==> config.mk <==
export PLATFORM = sky130hd
export DESIGN_NAME = tcu_timer0_counter
export DESIGN_NICKNAME = d
export VERILOG_FILES = /design/src/tcu_pkg.sv /design/src/tcu_clock_select.sv /design/src/tcu_timer0_counter.sv
export SDC_FILE = /design/constraint.sdc
export NUM_CORES = 1
export LEC_CHECK = 0
export ABC_AREA = 1
export BUFFER_PORTS_ARGS = -buffer_cell sky130_fd_sc_hd__buf_2
export CAP_MARGIN = 20
export CELL_PAD_IN_SITES_DETAIL_PLACEMENT = 1
export CELL_PAD_IN_SITES_GLOBAL_PLACEMENT = 2
export CORE_UTILIZATION = 28
export DETAILED_ROUTE_END_ITERATION = 6
export GPL_TIMING_DRIVEN = 1
export PLACE_DENSITY_LB_ADDON = 0.3
export RECOVER_POWER = 50
export SYNTH_ARGS = -nofsm -noshare
export SYNTH_HDL_FRONTEND = slang
export SYNTH_SLANG_ARGS = --single-unit
export TNS_END_PERCENT = 10
==> constraint.sdc <==
create_clock -name clk -period 1.95 [get_ports clk]
set_input_delay 0.2925 -clock clk [delete_from_list [all_inputs] [get_ports clk]]
set_output_delay 0.2925 -clock clk [all_outputs]
set_load 0.1 [all_outputs]
==> src/tcu_pkg.sv <==
package tcu_pkg;

	// Counter width and the named count values.
	localparam int         TCU_W      = 8;
	localparam logic [7:0] TCU_BOTTOM = 8'h00;
	localparam logic [7:0] TCU_MAX    = 8'hFF;
	localparam logic [7:0] TCU_ONE    = 8'h01;
	localparam logic [7:0] TCU_RST8   = 8'h00;

	// Clock source select codes: stop, prescaled system clock, external pin.
	typedef enum logic [2:0] {
		TCU_CS_STOP     = 3'h0,
		TCU_CS_DIV1     = 3'h1,
		TCU_CS_DIV8     = 3'h2,
		TCU_CS_DIV64    = 3'h3,
		TCU_CS_DIV256   = 3'h4,
		TCU_CS_DIV1024  = 3'h5,
		TCU_CS_EXT_FALL = 3'h6,
		TCU_CS_EXT_RISE = 3'h7
	} tcu_cs_t;

	// Waveform modes; codes 4 and 6 are reserved and count as normal mode.
	typedef enum logic [2:0] {
		TCU_WGM_NORMAL    = 3'h0,
		TCU_WGM_PC_MAX    = 3'h1,
		TCU_WGM_CTC       = 3'h2,
		TCU_WGM_FAST_MAX  = 3'h3,
		TCU_WGM_RSVD4     = 3'h4,
		TCU_WGM_PC_OCRA   = 3'h5,
		TCU_WGM_RSVD6     = 3'h6,
		TCU_WGM_FAST_OCRA = 3'h7
	} tcu_wgm_t;

	// Count direction, used by the phase correct modes only.
	typedef enum logic {
		TCU_DIR_UP   = 1'b0,
		TCU_DIR_DOWN = 1'b1
	} tcu_dir_t;

	// Prescaler width and the all-ones masks that mark each divided tick.
	localparam int          TCU_PRE_W     = 10;
	localparam logic [9:0]  TCU_PRE_RST   = 10'h000;
	localparam logic [9:0]  TCU_PRE_M8    = 10'h007;
	localparam logic [9:0]  TCU_PRE_M64   = 10'h03F;
	localparam logic [9:0]  TCU_PRE_M256  = 10'h0FF;
	localparam logic [9:0]  TCU_PRE_M1024 = 10'h3FF;
	localparam logic [9:0]  TCU_PRE_INC   = 10'h001;
	localparam int          TCU_SYNC_N    = 3;

	// Field positions in the control, flag and mask bytes.
	localparam int TCU_CA_WGM_LO = 0;
	localparam int TCU_CA_WGM_W  = 2;
	localparam int TCU_CB_CS_LO  = 0;
	localparam int TCU_CB_CS_W   = 3;
	localparam int TCU_CB_WGM2   = 3;
	localparam int TCU_WGM_HI    = 2;
	localparam int TCU_FL_OV     = 0;
	localparam int TCU_FL_CMPA   = 1;
	localparam int TCU_FL_CMPB   = 2;
	localparam int TCU_NIRQ      = 3;
	localparam int TCU_NCH       = 2;
	localparam logic [2:0] TCU_IRQ_NONE = 3'h0;

	// One processor write: a strobe per target and the shared data byte.
	typedef struct packed {
		logic       count;
		logic       cmp_a;
		logic       cmp_b;
		logic       ctrl_a;
		logic       ctrl_b;
		logic       mask;
		logic       flag;
		logic [7:0] data;
	} tcu_cpu_wr_t;

	// Counter indications toward the waveform generator.
	typedef struct packed {
		logic top_hit;
		logic bottom_hit;
		logic match_a;
		logic match_b;
	} tcu_ind_t;

endpackage : tcu_pkg

==> src/tcu_clock_select.sv <==
`timescale 1ns/1ps
// Turns the clock source select code into a one-cycle timer tick.
module tcu_clock_select (
	input  wire logic              clk,                  // System clock.
	input  wire logic              nrst,                 // Async reset, low.
	input  wire tcu_pkg::tcu_cs_t  clock_source_select,  // Source and edge.
	input  wire logic              external_count_input, // Pin, async.
	output logic                   timer_tick            // One-cycle tick.
);

	logic [tcu_pkg::TCU_PRE_W-1:0]  pre;
	logic [tcu_pkg::TCU_SYNC_N-1:0] sync;
	logic                           ext_lvl;
	logic                           ext_rise;
	logic                           ext_fall;
	logic                           next_tick;

	// Free-running prescaler; it is never reset by a source change.
	always_ff @(posedge clk or negedge nrst) begin
		if (!nrst) begin
			pre <= tcu_pkg::TCU_PRE_RST;
		end else begin
			pre <= pre + tcu_pkg::TCU_PRE_INC;
		end
	end

	// Three-stage synchroniser; the first stage feeds only the second.
	always_ff @(posedge clk or negedge nrst) begin
		if (!nrst) begin
			sync <= '0;
		end else begin
			sync <= {sync[tcu_pkg::TCU_SYNC_N-2:0], external_count_input};
		end
	end

	// The pin level is accepted only once stages two and three agree.
	always_ff @(posedge clk or negedge nrst) begin
		if (!nrst) begin
			ext_lvl <= 1'b0;
		end else if (sync[1] == sync[2]) begin
			ext_lvl <= sync[2];
		end
	end

	assign ext_rise = (sync[1] == sync[2]) && sync[2] && !ext_lvl;
	assign ext_fall = (sync[1] == sync[2]) && !sync[2] && ext_lvl;

	// Source and edge choice; stop yields no tick at all.
	always_comb begin
		case (clock_source_select)
			tcu_pkg::TCU_CS_STOP:     next_tick = 1'b0;
			tcu_pkg::TCU_CS_DIV1:     next_tick = 1'b1;
			tcu_pkg::TCU_CS_DIV8:
				next_tick = (pre & tcu_pkg::TCU_PRE_M8) == tcu_pkg::TCU_PRE_M8;
			tcu_pkg::TCU_CS_DIV64:
				next_tick = (pre & tcu_pkg::TCU_PRE_M64) == tcu_pkg::TCU_PRE_M64;
			tcu_pkg::TCU_CS_DIV256:
				next_tick = (pre & tcu_pkg::TCU_PRE_M256)
					== tcu_pkg::TCU_PRE_M256;
			tcu_pkg::TCU_CS_DIV1024:  next_tick = pre == tcu_pkg::TCU_PRE_M1024;
			tcu_pkg::TCU_CS_EXT_FALL: next_tick = ext_fall;
			default:                  next_tick = ext_rise;
		endcase
	end

	// Registered so the counter sees a clean single-cycle pulse.
	always_ff @(posedge clk or negedge nrst) begin
		if (!nrst) begin
			timer_tick <= 1'b0;
		end else begin
			timer_tick <= next_tick;
		end
	end

endmodule : tcu_clock_select

==> src/tcu_timer0_counter.sv <==
// Operation
// - Count and both compare values are 8-bit processor read/write registers.
// - Every request shows as a flag bit, gated by its own mask bit.
// - Three interrupt sources: overflow, compare match A, compare match B.
// - Tick from prescaler or external input; select picks source and edge.
// - Clock source select zero stops the counter completely.
// - Each tick clears, increments or decrements the count per waveform mode.
// - Count steps by exactly one up or down; clear zeroes all bits.
// - Top indication at sequence maximum, bottom indication at zero.
// - Count 0x00 is BOTTOM and 0xFF is MAX.
// - TOP is 0xFF or compare value A, depending on mode.
// - Processor may read and write the count at any time.
// - A processor count write beats a simultaneous clear or count.
// - Three-bit waveform mode: two bits in control A, one in control B.
// - Both compares are checked against the count always; matches go out.
// - A compare match sets its channel flag, which may request an interrupt.
// - Overflow flag is set per waveform mode and may request an interrupt.
// - Compare registers are double buffered against arbitrary-time updates.
// - Compare flag sets a tick after match; service or write-one clears it.
// - Buffering only in PWM modes, loaded at top, never at bottom; else direct.
// - Mode zero counts up, wraps 0xFF to 0x00, sets overflow as it wraps.
`timescale 1ns/1ps
module tcu_timer0_counter (
	input  wire logic                        clk,                  // Clock.
	input  wire logic                        nrst,                 // Reset, low.
	input  wire tcu_pkg::tcu_cpu_wr_t        cpu_wr,               // Writes.
	input  wire logic [tcu_pkg::TCU_NIRQ-1:0] irq_ack,             // Serviced.
	input  wire logic                        external_count_input, // Pin.
	output logic [tcu_pkg::TCU_W-1:0]        count_value,          // Count.
	output logic [tcu_pkg::TCU_W-1:0]        compare_value_a,      // Buffer A.
	output logic [tcu_pkg::TCU_W-1:0]        compare_value_b,      // Buffer B.
	output logic [tcu_pkg::TCU_W-1:0]        timer_control_a,      // Readback.
	output logic [tcu_pkg::TCU_W-1:0]        timer_control_b,      // Readback.
	output logic [tcu_pkg::TCU_W-1:0]        timer_flag_register,  // Flags.
	output logic [tcu_pkg::TCU_W-1:0]        timer_mask_register,  // Masks.
	output logic [tcu_pkg::TCU_NIRQ-1:0]     irq_req,              // Requests.
	output tcu_pkg::tcu_ind_t                ind                   // To wavegen.
);

	// Mode helpers shared by the counter and the compare buffers.
	// Reserved codes fall in neither set and so behave as normal mode.
	function automatic logic is_pwm(input tcu_pkg::tcu_wgm_t m);
		is_pwm = (m == tcu_pkg::TCU_WGM_PC_MAX)
			|| (m == tcu_pkg::TCU_WGM_FAST_MAX)
			|| (m == tcu_pkg::TCU_WGM_PC_OCRA)
			|| (m == tcu_pkg::TCU_WGM_FAST_OCRA);
	endfunction : is_pwm

	function automatic logic top_is_cmp_a(input tcu_pkg::tcu_wgm_t m);
		top_is_cmp_a = (m == tcu_pkg::TCU_WGM_CTC)
			|| (m == tcu_pkg::TCU_WGM_PC_OCRA)
			|| (m == tcu_pkg::TCU_WGM_FAST_OCRA);
	endfunction : top_is_cmp_a

	tcu_pkg::tcu_wgm_t               wgm;
	tcu_pkg::tcu_wgm_t               next_wgm;
	tcu_pkg::tcu_cs_t                cs;
	tcu_pkg::tcu_dir_t               dir;
	tcu_pkg::tcu_dir_t               next_dir;
	logic [tcu_pkg::TCU_W-1:0]       count;
	logic [tcu_pkg::TCU_W-1:0]       next_count;
	logic [tcu_pkg::TCU_W-1:0]       count_d;
	logic [tcu_pkg::TCU_W-1:0]       top_val;
	logic [tcu_pkg::TCU_W-1:0]       cmp_buf [tcu_pkg::TCU_NCH];
	logic [tcu_pkg::TCU_W-1:0]       cmp_act [tcu_pkg::TCU_NCH];
	logic [tcu_pkg::TCU_NCH-1:0]     cmp_wr;
	logic [tcu_pkg::TCU_NCH-1:0]     match;
	logic [tcu_pkg::TCU_NIRQ-1:0]    flags;
	logic [tcu_pkg::TCU_NIRQ-1:0]    mask;
	logic [tcu_pkg::TCU_NIRQ-1:0]    flag_set;
	logic [tcu_pkg::TCU_NIRQ-1:0]    flag_clr;
	logic                            tick;
	logic                            ov_evt;
	logic                            upd_evt;
	logic                            block;

	// Tick generation; a stopped source never produces a tick.
	tcu_clock_select u_clock_select (
		.clk                  (clk),
		.nrst                 (nrst),
		.clock_source_select  (cs),
		.external_count_input (external_count_input),
		.timer_tick           (tick)
	);

	// Mode bits gathered from both control bytes. Each byte may be written
	// alone, so the half it does not hold keeps its old value; the whole
	// enum is stored at once rather than through a part-select.
	always_comb begin
		next_wgm = wgm;
		if (cpu_wr.ctrl_a) begin
			next_wgm = tcu_pkg::tcu_wgm_t'({wgm[tcu_pkg::TCU_WGM_HI],
				cpu_wr.data[tcu_pkg::TCU_CA_WGM_LO +: tcu_pkg::TCU_CA_WGM_W]});
		end
		if (cpu_wr.ctrl_b) begin
			next_wgm = tcu_pkg::tcu_wgm_t'({cpu_wr.data[tcu_pkg::TCU_CB_WGM2],
				next_wgm[tcu_pkg::TCU_CA_WGM_W-1:0]});
		end
	end

	// Control fields; a mode change takes effect from the next tick on.
	always_ff @(posedge clk or negedge nrst) begin
		if (!nrst) begin
			wgm <= tcu_pkg::TCU_WGM_NORMAL;
			cs  <= tcu_pkg::TCU_CS_STOP;
		end else begin
			if (cpu_wr.ctrl_a || cpu_wr.ctrl_b) begin
				wgm <= next_wgm;
			end
			if (cpu_wr.ctrl_b) begin
				cs <= tcu_pkg::tcu_cs_t'(
					cpu_wr.data[tcu_pkg::TCU_CB_CS_LO +: tcu_pkg::TCU_CB_CS_W]);
			end
		end
	end

	// Control readback with unused bits at zero.
	always_comb begin
		timer_control_a = '0;
		timer_control_b = '0;
		timer_control_a[tcu_pkg::TCU_CA_WGM_LO +: tcu_pkg::TCU_CA_WGM_W] =
			wgm[tcu_pkg::TCU_CA_WGM_W-1:0];
		timer_control_b[tcu_pkg::TCU_CB_CS_LO +: tcu_pkg::TCU_CB_CS_W] = cs;
		timer_control_b[tcu_pkg::TCU_CB_WGM2] = wgm[tcu_pkg::TCU_WGM_HI];
	end

	// TOP follows compare A in the modes that use it, else the fixed MAX.
	// With TOP at MAX, a compare A write leaves the period untouched.
	assign top_val = top_is_cmp_a(wgm) ? cmp_act[0] : tcu_pkg::TCU_MAX;

	// Next count per mode. Reserved modes behave as normal mode so that a
	// stray code still gives a predictable free-running counter.
	always_comb begin
		next_count = count;
		next_dir   = dir;
		ov_evt     = 1'b0;
		upd_evt    = 1'b0;
		if (tick) begin
			case (wgm)
				tcu_pkg::TCU_WGM_PC_MAX, tcu_pkg::TCU_WGM_PC_OCRA: begin
					if (dir == tcu_pkg::TCU_DIR_UP) begin
						if (count == top_val) begin
							next_dir   = tcu_pkg::TCU_DIR_DOWN;
							next_count = count - tcu_pkg::TCU_ONE;
							upd_evt    = 1'b1;
						end else begin
							next_count = count + tcu_pkg::TCU_ONE;
						end
					end else if (count == tcu_pkg::TCU_BOTTOM) begin
						next_dir   = tcu_pkg::TCU_DIR_UP;
						next_count = count + tcu_pkg::TCU_ONE;
						ov_evt     = 1'b1;
					end else begin
						next_count = count - tcu_pkg::TCU_ONE;
					end
				end
				tcu_pkg::TCU_WGM_CTC: begin
					next_dir = tcu_pkg::TCU_DIR_UP;
					if (count == top_val) begin
						next_count = tcu_pkg::TCU_BOTTOM;
					end else begin
						next_count = count + tcu_pkg::TCU_ONE;
					end
					ov_evt = count == tcu_pkg::TCU_MAX;
				end
				tcu_pkg::TCU_WGM_FAST_MAX, tcu_pkg::TCU_WGM_FAST_OCRA: begin
					next_dir = tcu_pkg::TCU_DIR_UP;
					if (count == top_val) begin
						next_count = tcu_pkg::TCU_BOTTOM;
						ov_evt     = 1'b1;
						upd_evt    = 1'b1;
					end else begin
						next_count = count + tcu_pkg::TCU_ONE;
					end
				end
				default: begin
					next_dir   = tcu_pkg::TCU_DIR_UP;
					next_count = count + tcu_pkg::TCU_ONE;
					ov_evt     = count == tcu_pkg::TCU_MAX;
				end
			endcase
		end
	end

	// A processor write takes precedence over any count or clear.
	// This also lets software restart a running timer without stopping it.
	assign count_d = cpu_wr.count ? cpu_wr.data : next_count;

	// Count register, reachable at any time, stopped or running.
	// Direction is only used by the phase correct modes; every other mode
	// forces it up on each tick, so a switch into phase correct starts upward
	// once the other mode has ticked at least once.
	always_ff @(posedge clk or negedge nrst) begin
		if (!nrst) begin
			count <= tcu_pkg::TCU_RST8;
			dir   <= tcu_pkg::TCU_DIR_UP;
		end else begin
			count <= count_d;
			dir   <= next_dir;
		end
	end

	assign count_value = count;

	// A count write suppresses matches until the next tick has passed, so a
	// compare may be preset equal to the count without a false flag.
	// A write in a tick cycle blocks the match of the following tick.
	always_ff @(posedge clk or negedge nrst) begin
		if (!nrst) begin
			block <= 1'b0;
		end else if (cpu_wr.count) begin
			block <= 1'b1;
		end else if (tick) begin
			block <= 1'b0;
		end
	end

	// Compare write strobes, channel A in bit zero to match the index.
	assign cmp_wr = {cpu_wr.cmp_b, cpu_wr.cmp_a};

	// Per channel: processor buffer, active compare value and comparator.
	for (genvar ch = 0; ch < tcu_pkg::TCU_NCH; ch++) begin : g_ch
		always_ff @(posedge clk or negedge nrst) begin
			if (!nrst) begin
				cmp_buf[ch] <= tcu_pkg::TCU_RST8;
			end else if (cmp_wr[ch]) begin
				cmp_buf[ch] <= cpu_wr.data;
			end
		end

		// PWM modes load the comparator only at the update point, which
		// avoids odd-length pulses; other modes track the write at once.
		always_ff @(posedge clk or negedge nrst) begin
			if (!nrst) begin
				cmp_act[ch] <= tcu_pkg::TCU_RST8;
			end else if (!is_pwm(wgm)) begin
				cmp_act[ch] <= cmp_wr[ch] ? cpu_wr.data : cmp_buf[ch];
			end else if (upd_evt) begin
				cmp_act[ch] <= cmp_buf[ch];
			end
		end

		assign match[ch] = count == cmp_act[ch];
	end

	assign compare_value_a = cmp_buf[0];
	assign compare_value_b = cmp_buf[1];

	// Flag sources: a match held during a tick period sets its flag on
	// the closing tick; overflow is set with the wrapping tick.
	always_comb begin
		flag_set = tcu_pkg::TCU_IRQ_NONE;
		flag_set[tcu_pkg::TCU_FL_OV]   = ov_evt;
		flag_set[tcu_pkg::TCU_FL_CMPA] = tick && match[0] && !block;
		flag_set[tcu_pkg::TCU_FL_CMPB] = tick && match[1] && !block;
	end

	// Clears come from write-one or from interrupt service.
	// Both sources may hit different bits in one cycle; they simply merge.
	assign flag_clr = (cpu_wr.flag ? cpu_wr.data[tcu_pkg::TCU_NIRQ-1:0]
		: tcu_pkg::TCU_IRQ_NONE) | irq_ack;

	// Set beats a clear in the same cycle so no event is lost.
	always_ff @(posedge clk or negedge nrst) begin
		if (!nrst) begin
			flags <= tcu_pkg::TCU_IRQ_NONE;
		end else begin
			flags <= (flags & ~flag_clr) | flag_set;
		end
	end

	// Mask register. Masking only gates the request; the flag itself keeps
	// recording events, so unmasking later shows what happened meanwhile.
	always_ff @(posedge clk or negedge nrst) begin
		if (!nrst) begin
			mask <= tcu_pkg::TCU_IRQ_NONE;
		end else if (cpu_wr.mask) begin
			mask <= cpu_wr.data[tcu_pkg::TCU_NIRQ-1:0];
		end
	end

	// Status bytes and the gated requests.
	always_comb begin
		timer_flag_register = '0;
		timer_mask_register = '0;
		timer_flag_register[tcu_pkg::TCU_NIRQ-1:0] = flags;
		timer_mask_register[tcu_pkg::TCU_NIRQ-1:0] = mask;
	end

	assign irq_req = flags & mask;

	// Indications for the waveform generator, registered from the next
	// count so they line up with the count they describe.
	// The match pulses repeat the flag set, so they never fire while blocked.
	always_ff @(posedge clk or negedge nrst) begin
		if (!nrst) begin
			ind <= '0;
		end else begin
			ind.top_hit    <= count_d == top_val;
			ind.bottom_hit <= count_d == tcu_pkg::TCU_BOTTOM;
			ind.match_a    <= flag_set[tcu_pkg::TCU_FL_CMPA];
			ind.match_b    <= flag_set[tcu_pkg::TCU_FL_CMPB];
		end
	end

endmodule : tcu_timer0_counter

Yosys cells after proc, flatten, opt, wreduce, memory -nomap -nowiden
Cells that the tools add are included.
W data, S select, Z words.
Storage, ports and cells
  input bits: 21
  bits in registers: 73
  output and inout bits: 63
Cells by class
  reductions and logical operators: 25
  bitwise logic cells: 5
  multiplexer cells: 31
  add/sub/neg operators: 3
  equality and inequality tests: 22
Operators by type and width (number)
  $mux W8: 13
  $eq A8 B8 Y1: 4
  $eq A3 B3 Y1 const B: 6
  $eq A8 B8 Y1 const B: 2
  $logic_not A8 Y1: 2
  $pmux W8 S2: 1
  $eq A3 B2 Y1 const B: 4
  $mux W1: 11
  $add A10 B1 Y10 const B: 1
  $eq A10 B10 Y1 const B: 1
  $add A8 B1 Y8 const B: 1
  $logic_and A1 B1 Y1: 8
  $sub A8 B1 Y8 const B: 1
  $pmux W1 S7: 1
  $and A3 B3 Y3: 2
  $eq A3 B1 Y1 const B: 2
  $eq A6 B6 Y1 const B: 1
  $logic_or A1 B1 Y1: 6
  $mux W3: 2
  $or A3 B3 Y3: 2
  $pmux W1 S2: 2
  $reduce_or A2 Y1: 2
  $logic_not A1 Y1: 3
  $logic_not A3 Y1: 1
  other kinds (7): 7

Longest topological paths before layout
Gate-level depths: netlist of run 1.
  depth after elaboration: 11
  depth in mapped cells: 22

By module
Synthesis of run 1 repeated with hierarchy kept, for this count alone.
Second synthesis, totals
  cells, all modules: 592
  area total of the unflattened synthesis: 4514.3 um2
By module, submodules not included
  tcu_timer0_counter: sequential area each 1451.4 um2, area an instance 3814.9 um2, cells each 517, instances 1
  tcu_clock_select: sequential area each 375.4 um2, area an instance 699.4 um2, cells each 75, instances 1

Least setup slack after synthesis of run 1
OpenSTA, ideal clock, no wires.
  kind: register to register
  start point: register count, in the netlist count_value[2]
  end point: register ind[3] (netlist bit)
  library setup time: 71 ps
  clock period less this slack: 2780 ps
  path buffers: 1
  slack: -830 ps
  cell stages (with the launch flop): 20
  arrival: 2709 ps
  required time: 1879 ps
  cells stage by stage: dfrtp_1 -> buf_2 -> inv_2 -> nor3_1 -> nand3_1 -> nor2_1 -> nand3_1 -> nand2_1 -> inv_1 -> nand2_1 -> o211ai_1 -> nand2_1 -> nand2_1 -> nand2_1 -> nand2_1 -> nand2_1 -> nand2_1 -> nor2_1 -> nand2_1 -> nor2_1
Between the ends
  word-level cells in the longest chain between the ends: 7
  elaborated cells on any way between the ends: 12
Ends and longest elaborated chain
  start, declared: RTL line tcu_timer0_counter.sv:60  | logic [tcu_pkg::TCU_W-1:0] count;
  start signal, assigned: RTL line tcu_timer0_counter.sv:195  | count <= tcu_pkg::TCU_RST8;
  start signal, assigned: RTL line tcu_timer0_counter.sv:198  | count <= count_d;
  $add A8 B1 Y8, or another cell as far along
  $mux W8 (on tied branches): RTL line tcu_timer0_counter.sv:142, tcu_timer0_counter.sv:149
  $mux W8: RTL line tcu_timer0_counter.sv:141  | if (dir == tcu_pkg::TCU_DIR_UP) begin
  $pmux W8 S2 *: RTL line tcu_timer0_counter.sv:139  | case (wgm)
  $mux W8 *: RTL line tcu_timer0_counter.sv:138  | if (tick) begin
  $mux W8 *: RTL line tcu_timer0_counter.sv:187  | assign count_d = cpu_wr.count ? cpu_wr.data : next_count;
  via count_d, one bit: RTL line tcu_timer0_counter.sv:62  | logic [tcu_pkg::TCU_W-1:0] count_d;
  $eq A8 B8 Y1 *: RTL line tcu_timer0_counter.sv:299  | ind.top_hit <= count_d == top_val;
  end, declared: RTL line tcu_timer0_counter.sv:37  | output tcu_pkg::tcu_ind_t ind
The timed path passes the listed nets; every way through them passes the cells marked *.
A chain may end at the register's enable or synchronous reset.

Worst setup path in the final report of run 1
  start point: register wgm[2]
  end point: register ind[3] (netlist bit)
Between the ends
  word-level cells in the longest chain between the ends: 11
  elaborated cells on any way between the ends: 18
Ends and longest elaborated chain
  start, declared: RTL line tcu_timer0_counter.sv:55  | tcu_pkg::tcu_wgm_t wgm;
  start signal, assigned: RTL line tcu_timer0_counter.sv:104  | wgm <= tcu_pkg::TCU_WGM_NORMAL;
  start signal, assigned: RTL line tcu_timer0_counter.sv:108  | wgm <= next_wgm;
  $eq A3 B2 Y1 or $eq A3 B3 Y1 (tied branches): RTL line tcu_timer0_counter.sv:50, tcu_timer0_counter.sv:139, tcu_timer0_counter.sv:51
  $logic_or A1 B1 Y1: RTL line tcu_timer0_counter.sv:51  | || (m == tcu_pkg::TCU_WGM_PC_OCRA)
  $logic_or A1 B1 Y1: RTL line tcu_timer0_counter.sv:52  | || (m == tcu_pkg::TCU_WGM_FAST_OCRA);
  $mux W8: RTL line tcu_timer0_counter.sv:129  | assign top_val = top_is_cmp_a(wgm) ? cmp_act[0] : tcu_pkg::TCU_MAX;
  $eq A8 B8 Y1: RTL line tcu_timer0_counter.sv:142, tcu_timer0_counter.sv:159, tcu_timer0_counter.sv:168
  $mux W8: RTL line tcu_timer0_counter.sv:142  | if (count == top_val) begin
  $mux W8: RTL line tcu_timer0_counter.sv:141
  $pmux W8 S2 *: RTL line tcu_timer0_counter.sv:139
  $mux W8 *: RTL line tcu_timer0_counter.sv:138
  $mux W8 *: RTL line tcu_timer0_counter.sv:187
  via count_d, one bit: RTL line tcu_timer0_counter.sv:62
  $eq A8 B8 Y1 *: RTL line tcu_timer0_counter.sv:299
Marked as above.

==> results of run 1 <==
## timing repair
item / in CTS / in global routing
setup buffers: 7 / 3
pin swaps: 8 / 11
gates cloned: 1 / 0
resized for setup: 23 / 18
hold endpoints to repair: 34 / 0
setup endpoints to repair: 30 / 29
hold buffers: 1 / 0
## placed cells by master (no fill, tap or decap), types with 2 or more instances in the layout
cell,count
nand2_1,122
buf_4,87
dfrtp_1,62
buf_2,61
inv_1,53
nor2_1,50
nand3_1,49
a21oi_1,46
nand2_2,23
xor2_1,22
conb_1,20
o21ai_0,16
o211ai_1,11
inv_2,10
clkbuf_16,9
dfrtp_4,8
nor3_1,7
nand4_1,7
nand3_2,7
ha_1,7
nand2_4,4
nand3b_1,4
buf_6,4
nor2_2,3
clkinvlp_4,3
dfrtp_2,3
inv_4,2
o21bai_4,2
a21oi_2,2
inv_6,2
buf_12,2
## flip-flops by register name (all words and copies together), names as in the netlist
register / flops
cmp_act: 16
u_clock_select.pre: 10
compare_value_a: 8
compare_value_b: 8
count_value: 8
ind: 4
cs: 3
flags: 3
mask: 3
u_clock_select.sync: 3
wgm: 3
block: 1
dir: 1
u_clock_select.ext_lvl: 1
u_clock_select.timer_tick: 1
## worst max-delay path, delay by kind of cell, from the launching register on
family             cells  cell delay (ps)
and+or+nand+nor       15             1480
DFF                    1              490
AOI/OAI and AO/OA      2              460
## layout make-up
cell class / instances / area [um2] / share of cell area, %
Multi-Input combinational cell: 414 / 2220 / 37.4
Sequential cell: 73 / 1860 / 31.3
Timing Repair Buffer: 156 / 1060 / 17.8
Clock inverter: 7 / 78.8 / 1.33
Tap cell: 188 / 235 / 3.96
Inverter: 67 / 258 / 4.34
Clock buffer: 9 / 225 / 3.79
## worst min path at each step
stage | cells past startpoint | from | endpoint
2_1_floorplan | 0 | nrst | block
3_3_place_gp | 1 | nrst | mask[1]
3_5_place_dp | 1 | nrst | mask[1]
4_1_cts | 1 | external_count_input | u_clock_select.sync[0]
5_1_grt | 1 | external_count_input | u_clock_select.sync[0]
6_report | 1 | external_count_input | u_clock_select.sync[0]
## cell families (layout without fill, tap and decap cells)
logic type               count (synthesis)  count (layout)  synth area share [%]
buffers and inverters                  108             239                  11.7
adder cells (fa/ha/maj)                  7               7                  2.01
other                                    1              20                0.0863
XOR/XNOR                                22              22                  4.43
flip-flops                              73              73                  42.0
AO/OA/AOI/OAI                           83              84                  11.1
AND/OR/NAND/NOR                        281             281                  28.6
## routing by layer
metal  wire length [um]  vias to the layer above  GRT usage, %
li1                   -                     2098             -
met1               6830                     2105          24.8
met2               7340                       58          33.6
met3                340                        9          2.95
met4                156                        0          5.74
met5                  0                        -             0
## report_power, final
| part | internal [mW] | switching, mW |
|---|---|---|
| sequential | 1.67 | 0.133 |
| combinational | 0.712 | 1.68 |
| clock | 1.00 | 0.696 |
| total | 3.39 | 2.51 |
==> results.cfg, run 1 <==
[run_status]
outcome = complete, but fails checks
violations = negative setup slack

[synth]
yosysMostFrequentCell = nand2_1
ys_seq_area_share_pct = 42.0
synth_top_area_share_pct = 42.0
syn-cell-area_mm2 = 0.00435
synth_common_cells = nand2_1, dfrtp_1, inv_1
yosysWarnings = 0
synth_cell_types = 35
ys_ff_latch = 73
syn_inst = 575
synthArstFlopShare_pct = 100
synthFlopType = dfrtp_1
synth.area.top_cells = dfrtp_1, nand2_1, nand3_1
synth_area_leader_cell = dfrtp_1
avgSynthCellArea_um2 = 7.56
synth_edf_count = 0

[die]
die_y_um = 127
coreArea_mm2 = 0.0152
num_io_pins = 84
start_util_pct = 28.6
dieArea_mm2 = 0.0160
die_w_um = 127
core.rowCount = 45

[sta]
slew_viol_final = 0
tightest_slew_ps = 948
max_freq_ghz = 0.400
period_needed_ps = 2500
layout_setup_ws_ps = -547
setup_viol_count_final = 27
relSlewSlack_pct = 36.8
finalCritPeriodShare_pct = 128
fin_worst_skew_ps = 4.19
fin_tns_setup_ps = -6990
finalHoldViolations = 0
hold_slack_ps = 50.2
rsz0062_at_grt = true

[drt]
dr.pass1.iters = 4
wl_per_cell_um = 16.0
drc = 0
vias = 4270
routed_wl_um = 14700
ant_nets = 0
viasPerCell = 4.67
drtIter0Drc = 129

[worst_setup_path]
worst-path-max-fanout = 7
path_class = reg -> reg
crit_path_end = ind[3]
slowest_stage = dfrtp_4
worstPathRequired_ps = 2230
cp-startpoint = wgm[2]
crit_chain = o21bai_4 -> nand3_2 -> nand2_2 -> nand2_2 -> nor2_2 -> nand3_2 -> nand2_1 -> nand2_4 -> a21oi_1 -> nand2_2 -> nand2_2 -> nand2_4 -> nand2_2 -> nand2_1 -> nor2_1 -> nand2_1 -> nor2_1
crit_path_end_kind = flop
r2r_end = ind[3]
slowest_delay_ps = 490
r2r_slack_ps = -550
crit_path_frequent_cell = nand2_2
cp_data_arrival_time_ps = 2770
r2r_cells = 17
crit_path_start_kind = flop
rr_startpoint = wgm[2]

[final_layout]
antenna_cells = 0
nFillCells = 1879
nets = 749
syn_to_final_growth_pct = 36.6
drive_gt1_share_pct = 33.5
fin_area_mm2 = 0.00594
utilization_pct = 39.0
fin_cells = 914

[global_routing]
grt_max_degree = 40
grt_pass1_wl_um = 23700
antenna_found_initial = 0
gr-total-overflow = 0
grt_usage_pct = 19.4
grt_pass1_vias = 4420

[power]
vdd.ir_drop.worst_uv = 564
p_leak_nw = 3.04
p_total_mw = 5.90
powerDensity_mw_per_mm2 = 993

[job]
maxCapViolations = 0

[clock_network]
cts-root-buf = clkbuf_16
clkSlewWorstSetupHoldPaths_ps = 60
clock_sinks = 73
cts_buffers = 9
h-tree-depth = 3
clockBufferDepth = 2
cts_tree = built
clk_latency_ps = 340

[placed_design]
place_ws_ps = -663
place_inst = 886
gp_congestion = 0.857
place.detailed.hpwl_um = 11100
port_buffers = 63
place_area_mm2 = 0.00540

[hold_path]
hold_path.class = in -> reg
Note: power is estimated with default switching activity, not from simulation.
==> inputs of run 2 (changes only) <==
--- a/config.mk
+++ b/config.mk
@@ -10,9 +10,11 @@
 export CAP_MARGIN = 20
 export CELL_PAD_IN_SITES_DETAIL_PLACEMENT = 1
 export CELL_PAD_IN_SITES_GLOBAL_PLACEMENT = 2
-export CORE_UTILIZATION = 28
+export CORE_UTILIZATION = 32
+export CTS_CLUSTER_SIZE = 12
 export DETAILED_ROUTE_END_ITERATION = 6
 export GPL_TIMING_DRIVEN = 1
+export HOLD_SLACK_MARGIN = 0.03
 export PLACE_DENSITY_LB_ADDON = 0.3
 export RECOVER_POWER = 50
 export SYNTH_ARGS = -nofsm -noshare
==> constraint.sdc (replaced) <==
create_clock -name clk -period 2.4 [get_ports clk]
set_input_delay 0.36 -clock clk [delete_from_list [all_inputs] [get_ports clk]]
set_output_delay 0.36 -clock clk [all_outputs]
set_load 0.1 [all_outputs]
==> run 2 against run 1 <==
The run now ends clean. Total power decreased by 23%. Count of clock-buffer cells in the layout is the same. Worst setup slack improved by 610 ps. Register-to-register slack better by 610 ps. Combinational power decreased by 30%. Via count decreased by 4.3%. Clock skew about the same. First-iteration DRC count increased by 34%. Sequential share of layout area is 3.0 points higher. Final area decreased by 9.5%. Worst hold slack improved by 67 ps. Critical path type unchanged. Critical endpoint unchanged. Highest routed layer unchanged.
==> results.cfg, run 2 (synthesis gave the netlist of run 1 again) <==
[final_layout]
largest_registers = cmp_act: 16 flops, u_clock_select.pre: 10 flops
utilization_pct = 40.6
layout_commonest_cell = nand2_1
drive_gt1_share_pct = 25.6
mostFrequentLayoutCells = nand2_1, dfrtp_1, buf_2
nFillCells = 1680
largest_reg_flops = 16
nets = 695
regMostFlops = cmp_act
antenna_cells = 0
fin_area_mm2 = 0.00537
fin_cells = 848
syn_to_final_growth_pct = 23.6

[power]
switching_share_pct = 43.3
clock_power_share_pct = 30.8
pwr-share-seq_pct = 32.4
powerDensity_mw_per_mm2 = 845
p_leak_nw = 2.76
pwr-share-comb_pct = 36.8
vdd.ir_drop.worst_uv = 322
p_sw_mw = 1.97
p_int_mw = 2.57
p_total_mw = 4.54

[drt]
drc = 0
ant_nets = 0
dr.pass1.iters = 4
viasPerCell = 4.82
drtIter0Drc = 173
routed_wl_um = 13700
vias = 4085
wl_per_cell_um = 16.2

[placed_design]
place_area_mm2 = 0.00499
place_ws_ps = -89.1
port_buffers = 63
place_inst = 828
place.detailed.hpwl_um = 10400
gp_congestion = 0.815

[sta]
period_needed_ps = 2340
setup_viol_count_final = 0
max_freq_ghz = 0.428
fin_tns_setup_ps = 0
fin_worst_skew_ps = 3.79
layout_setup_ws_ps = 63.0
rsz0062_at_grt = true
tightest_slew_ps = 879
hold_slack_ps = 117
slew_viol_final = 0
finalHoldViolations = 0
relSlewSlack_pct = 41.4
finalCritPeriodShare_pct = 97.4

[worst_setup_path]
worst-path-max-fanout = 5
r2r_cells = 20
worstPathRequired_ps = 2670
crit_path_end_kind = flop
path_class = reg -> reg
rr_startpoint = wgm[2]
crit_path_start_kind = flop
crit_chain = buf_4 -> o21bai_2 -> buf_4 -> nand4_1 -> nand2_1 -> nor2_2 -> nand3_2 -> buf_6 -> nand2_4 -> nand2_1 -> nand2_1 -> nand3b_1 -> nand2_1 -> nand2_2 -> nand2_2 -> nand2_1 -> nand2_1 -> nor2_1 -> nand2_1 -> nor2_1
cp_top_family = simple AND/OR/NAND/NOR gates
crit_path_frequent_cell = nand2_1
cp_data_arrival_time_ps = 2610
r2r_end = ind[3]
slowest_delay_ps = 440
path_buf_inv = 3
slowest_stage = dfrtp_2
r2r_slack_ps = 60
cp-startpoint = wgm[2]

[die]
core.rowCount = 42
die_w_um = 119
num_io_pins = 84
die_y_um = 119
coreArea_mm2 = 0.0132
dieArea_mm2 = 0.0141
start_util_pct = 32.8

[clock_network]
clockBufferDepth = 2
postCtsHoldBufs = 0
cts-root-buf = clkbuf_16
clock_sinks = 73
h-tree-depth = 3
clk_latency_ps = 330
cts_buffers = 9
clkSlewWorstSetupHoldPaths_ps = 60
cts_tree = built

[global_routing]
grt_pass1_wl_um = 22800
grt_pass1_vias = 4242
antenna_found_initial = 0
gr-total-overflow = 0
grt_usage_pct = 21.0
grt_max_degree = 67

[job]
maxCapViolations = 0

[hold_path]
hold_path.class = in -> async

[run_status]
outcome = complete, no violations
[run 2: cell count changes in the layout (fill, tap and decap cells not counted), sizes merged]
cell         before  now
buf             154  102
clkbuf           10    9
clkinv            3    4
clkinvlp          3    2
dlygate4sd3       1    0
[run 2: area by class of cell]
type	count	area (um2)	area share (%)
Clock buffer	9	225	4.19
Clock inverter	7	78.8	1.47
Inverter	67	254	4.73
Multi-Input combinational cell	414	2130	39.7
Sequential cell	73	1850	34.4
Tap cell	176	220	4.10
Timing Repair Buffer	102	618	11.5
[run 2: worst max path at each step]
stage,endpoint,slack [ps],cells past startpoint
2_1_floorplan,ind[3],30,19
3_3_place_gp,ind[3],20,16
3_5_place_dp,ind[3],-90,17
4_1_cts,ind[3],6,19
5_1_grt,ind[3],-140,18
6_report,ind[3],60,20
[run 2: worst register-to-register path, cell delays in order, from the launching register on]
cell      delay (ps)
dfrtp_2          440
buf_4            150
o21bai_2         200
buf_4            170
nand4_1           70
nand2_1          110
nor2_2            50
nand3_2          110
buf_6            140
nand2_4           50
nand2_1           60
nand2_1           50
nand3b_1          80
nand2_1           70
nand2_2           80
nand2_2           60
nand2_1           50
nand2_1           40
nor2_1           110
nand2_1          100
nor2_1            90
[run 2: power groups by stage]
stage	Combinational [mW]	Clock (mW)	Sequential (mW)
final	1.67	1.40	1.47
after global routing	1.81	1.47	1.49
after CTS	1.66	1.43	1.47
after detailed placement	1.64	0	1.49
after global placement	1.62	0	1.48
after floorplan	0.793	0	1.92
[run 2: metal layers]
layer | wire, um | global-route usage (%) | vias up
met3 | 332 | 2.80 | 15
li1 | - | - | 1990
met2 | 6830 | 36.1 | 58
met5 | 0 | 0 | -
met1 | 6400 | 27.6 | 2022
met4 | 174 | 6.01 | 0
[run 2: repair_timing]
item / 4_1_cts / 5_1_grt
endpoints found under the setup margin: 2 / 8
setup buffers: 1 / 2
pin swaps: 2 / 5
gates cloned: 1 / 0
hold endpoints to repair: 0 / 0
resized for setup: 2 / 14
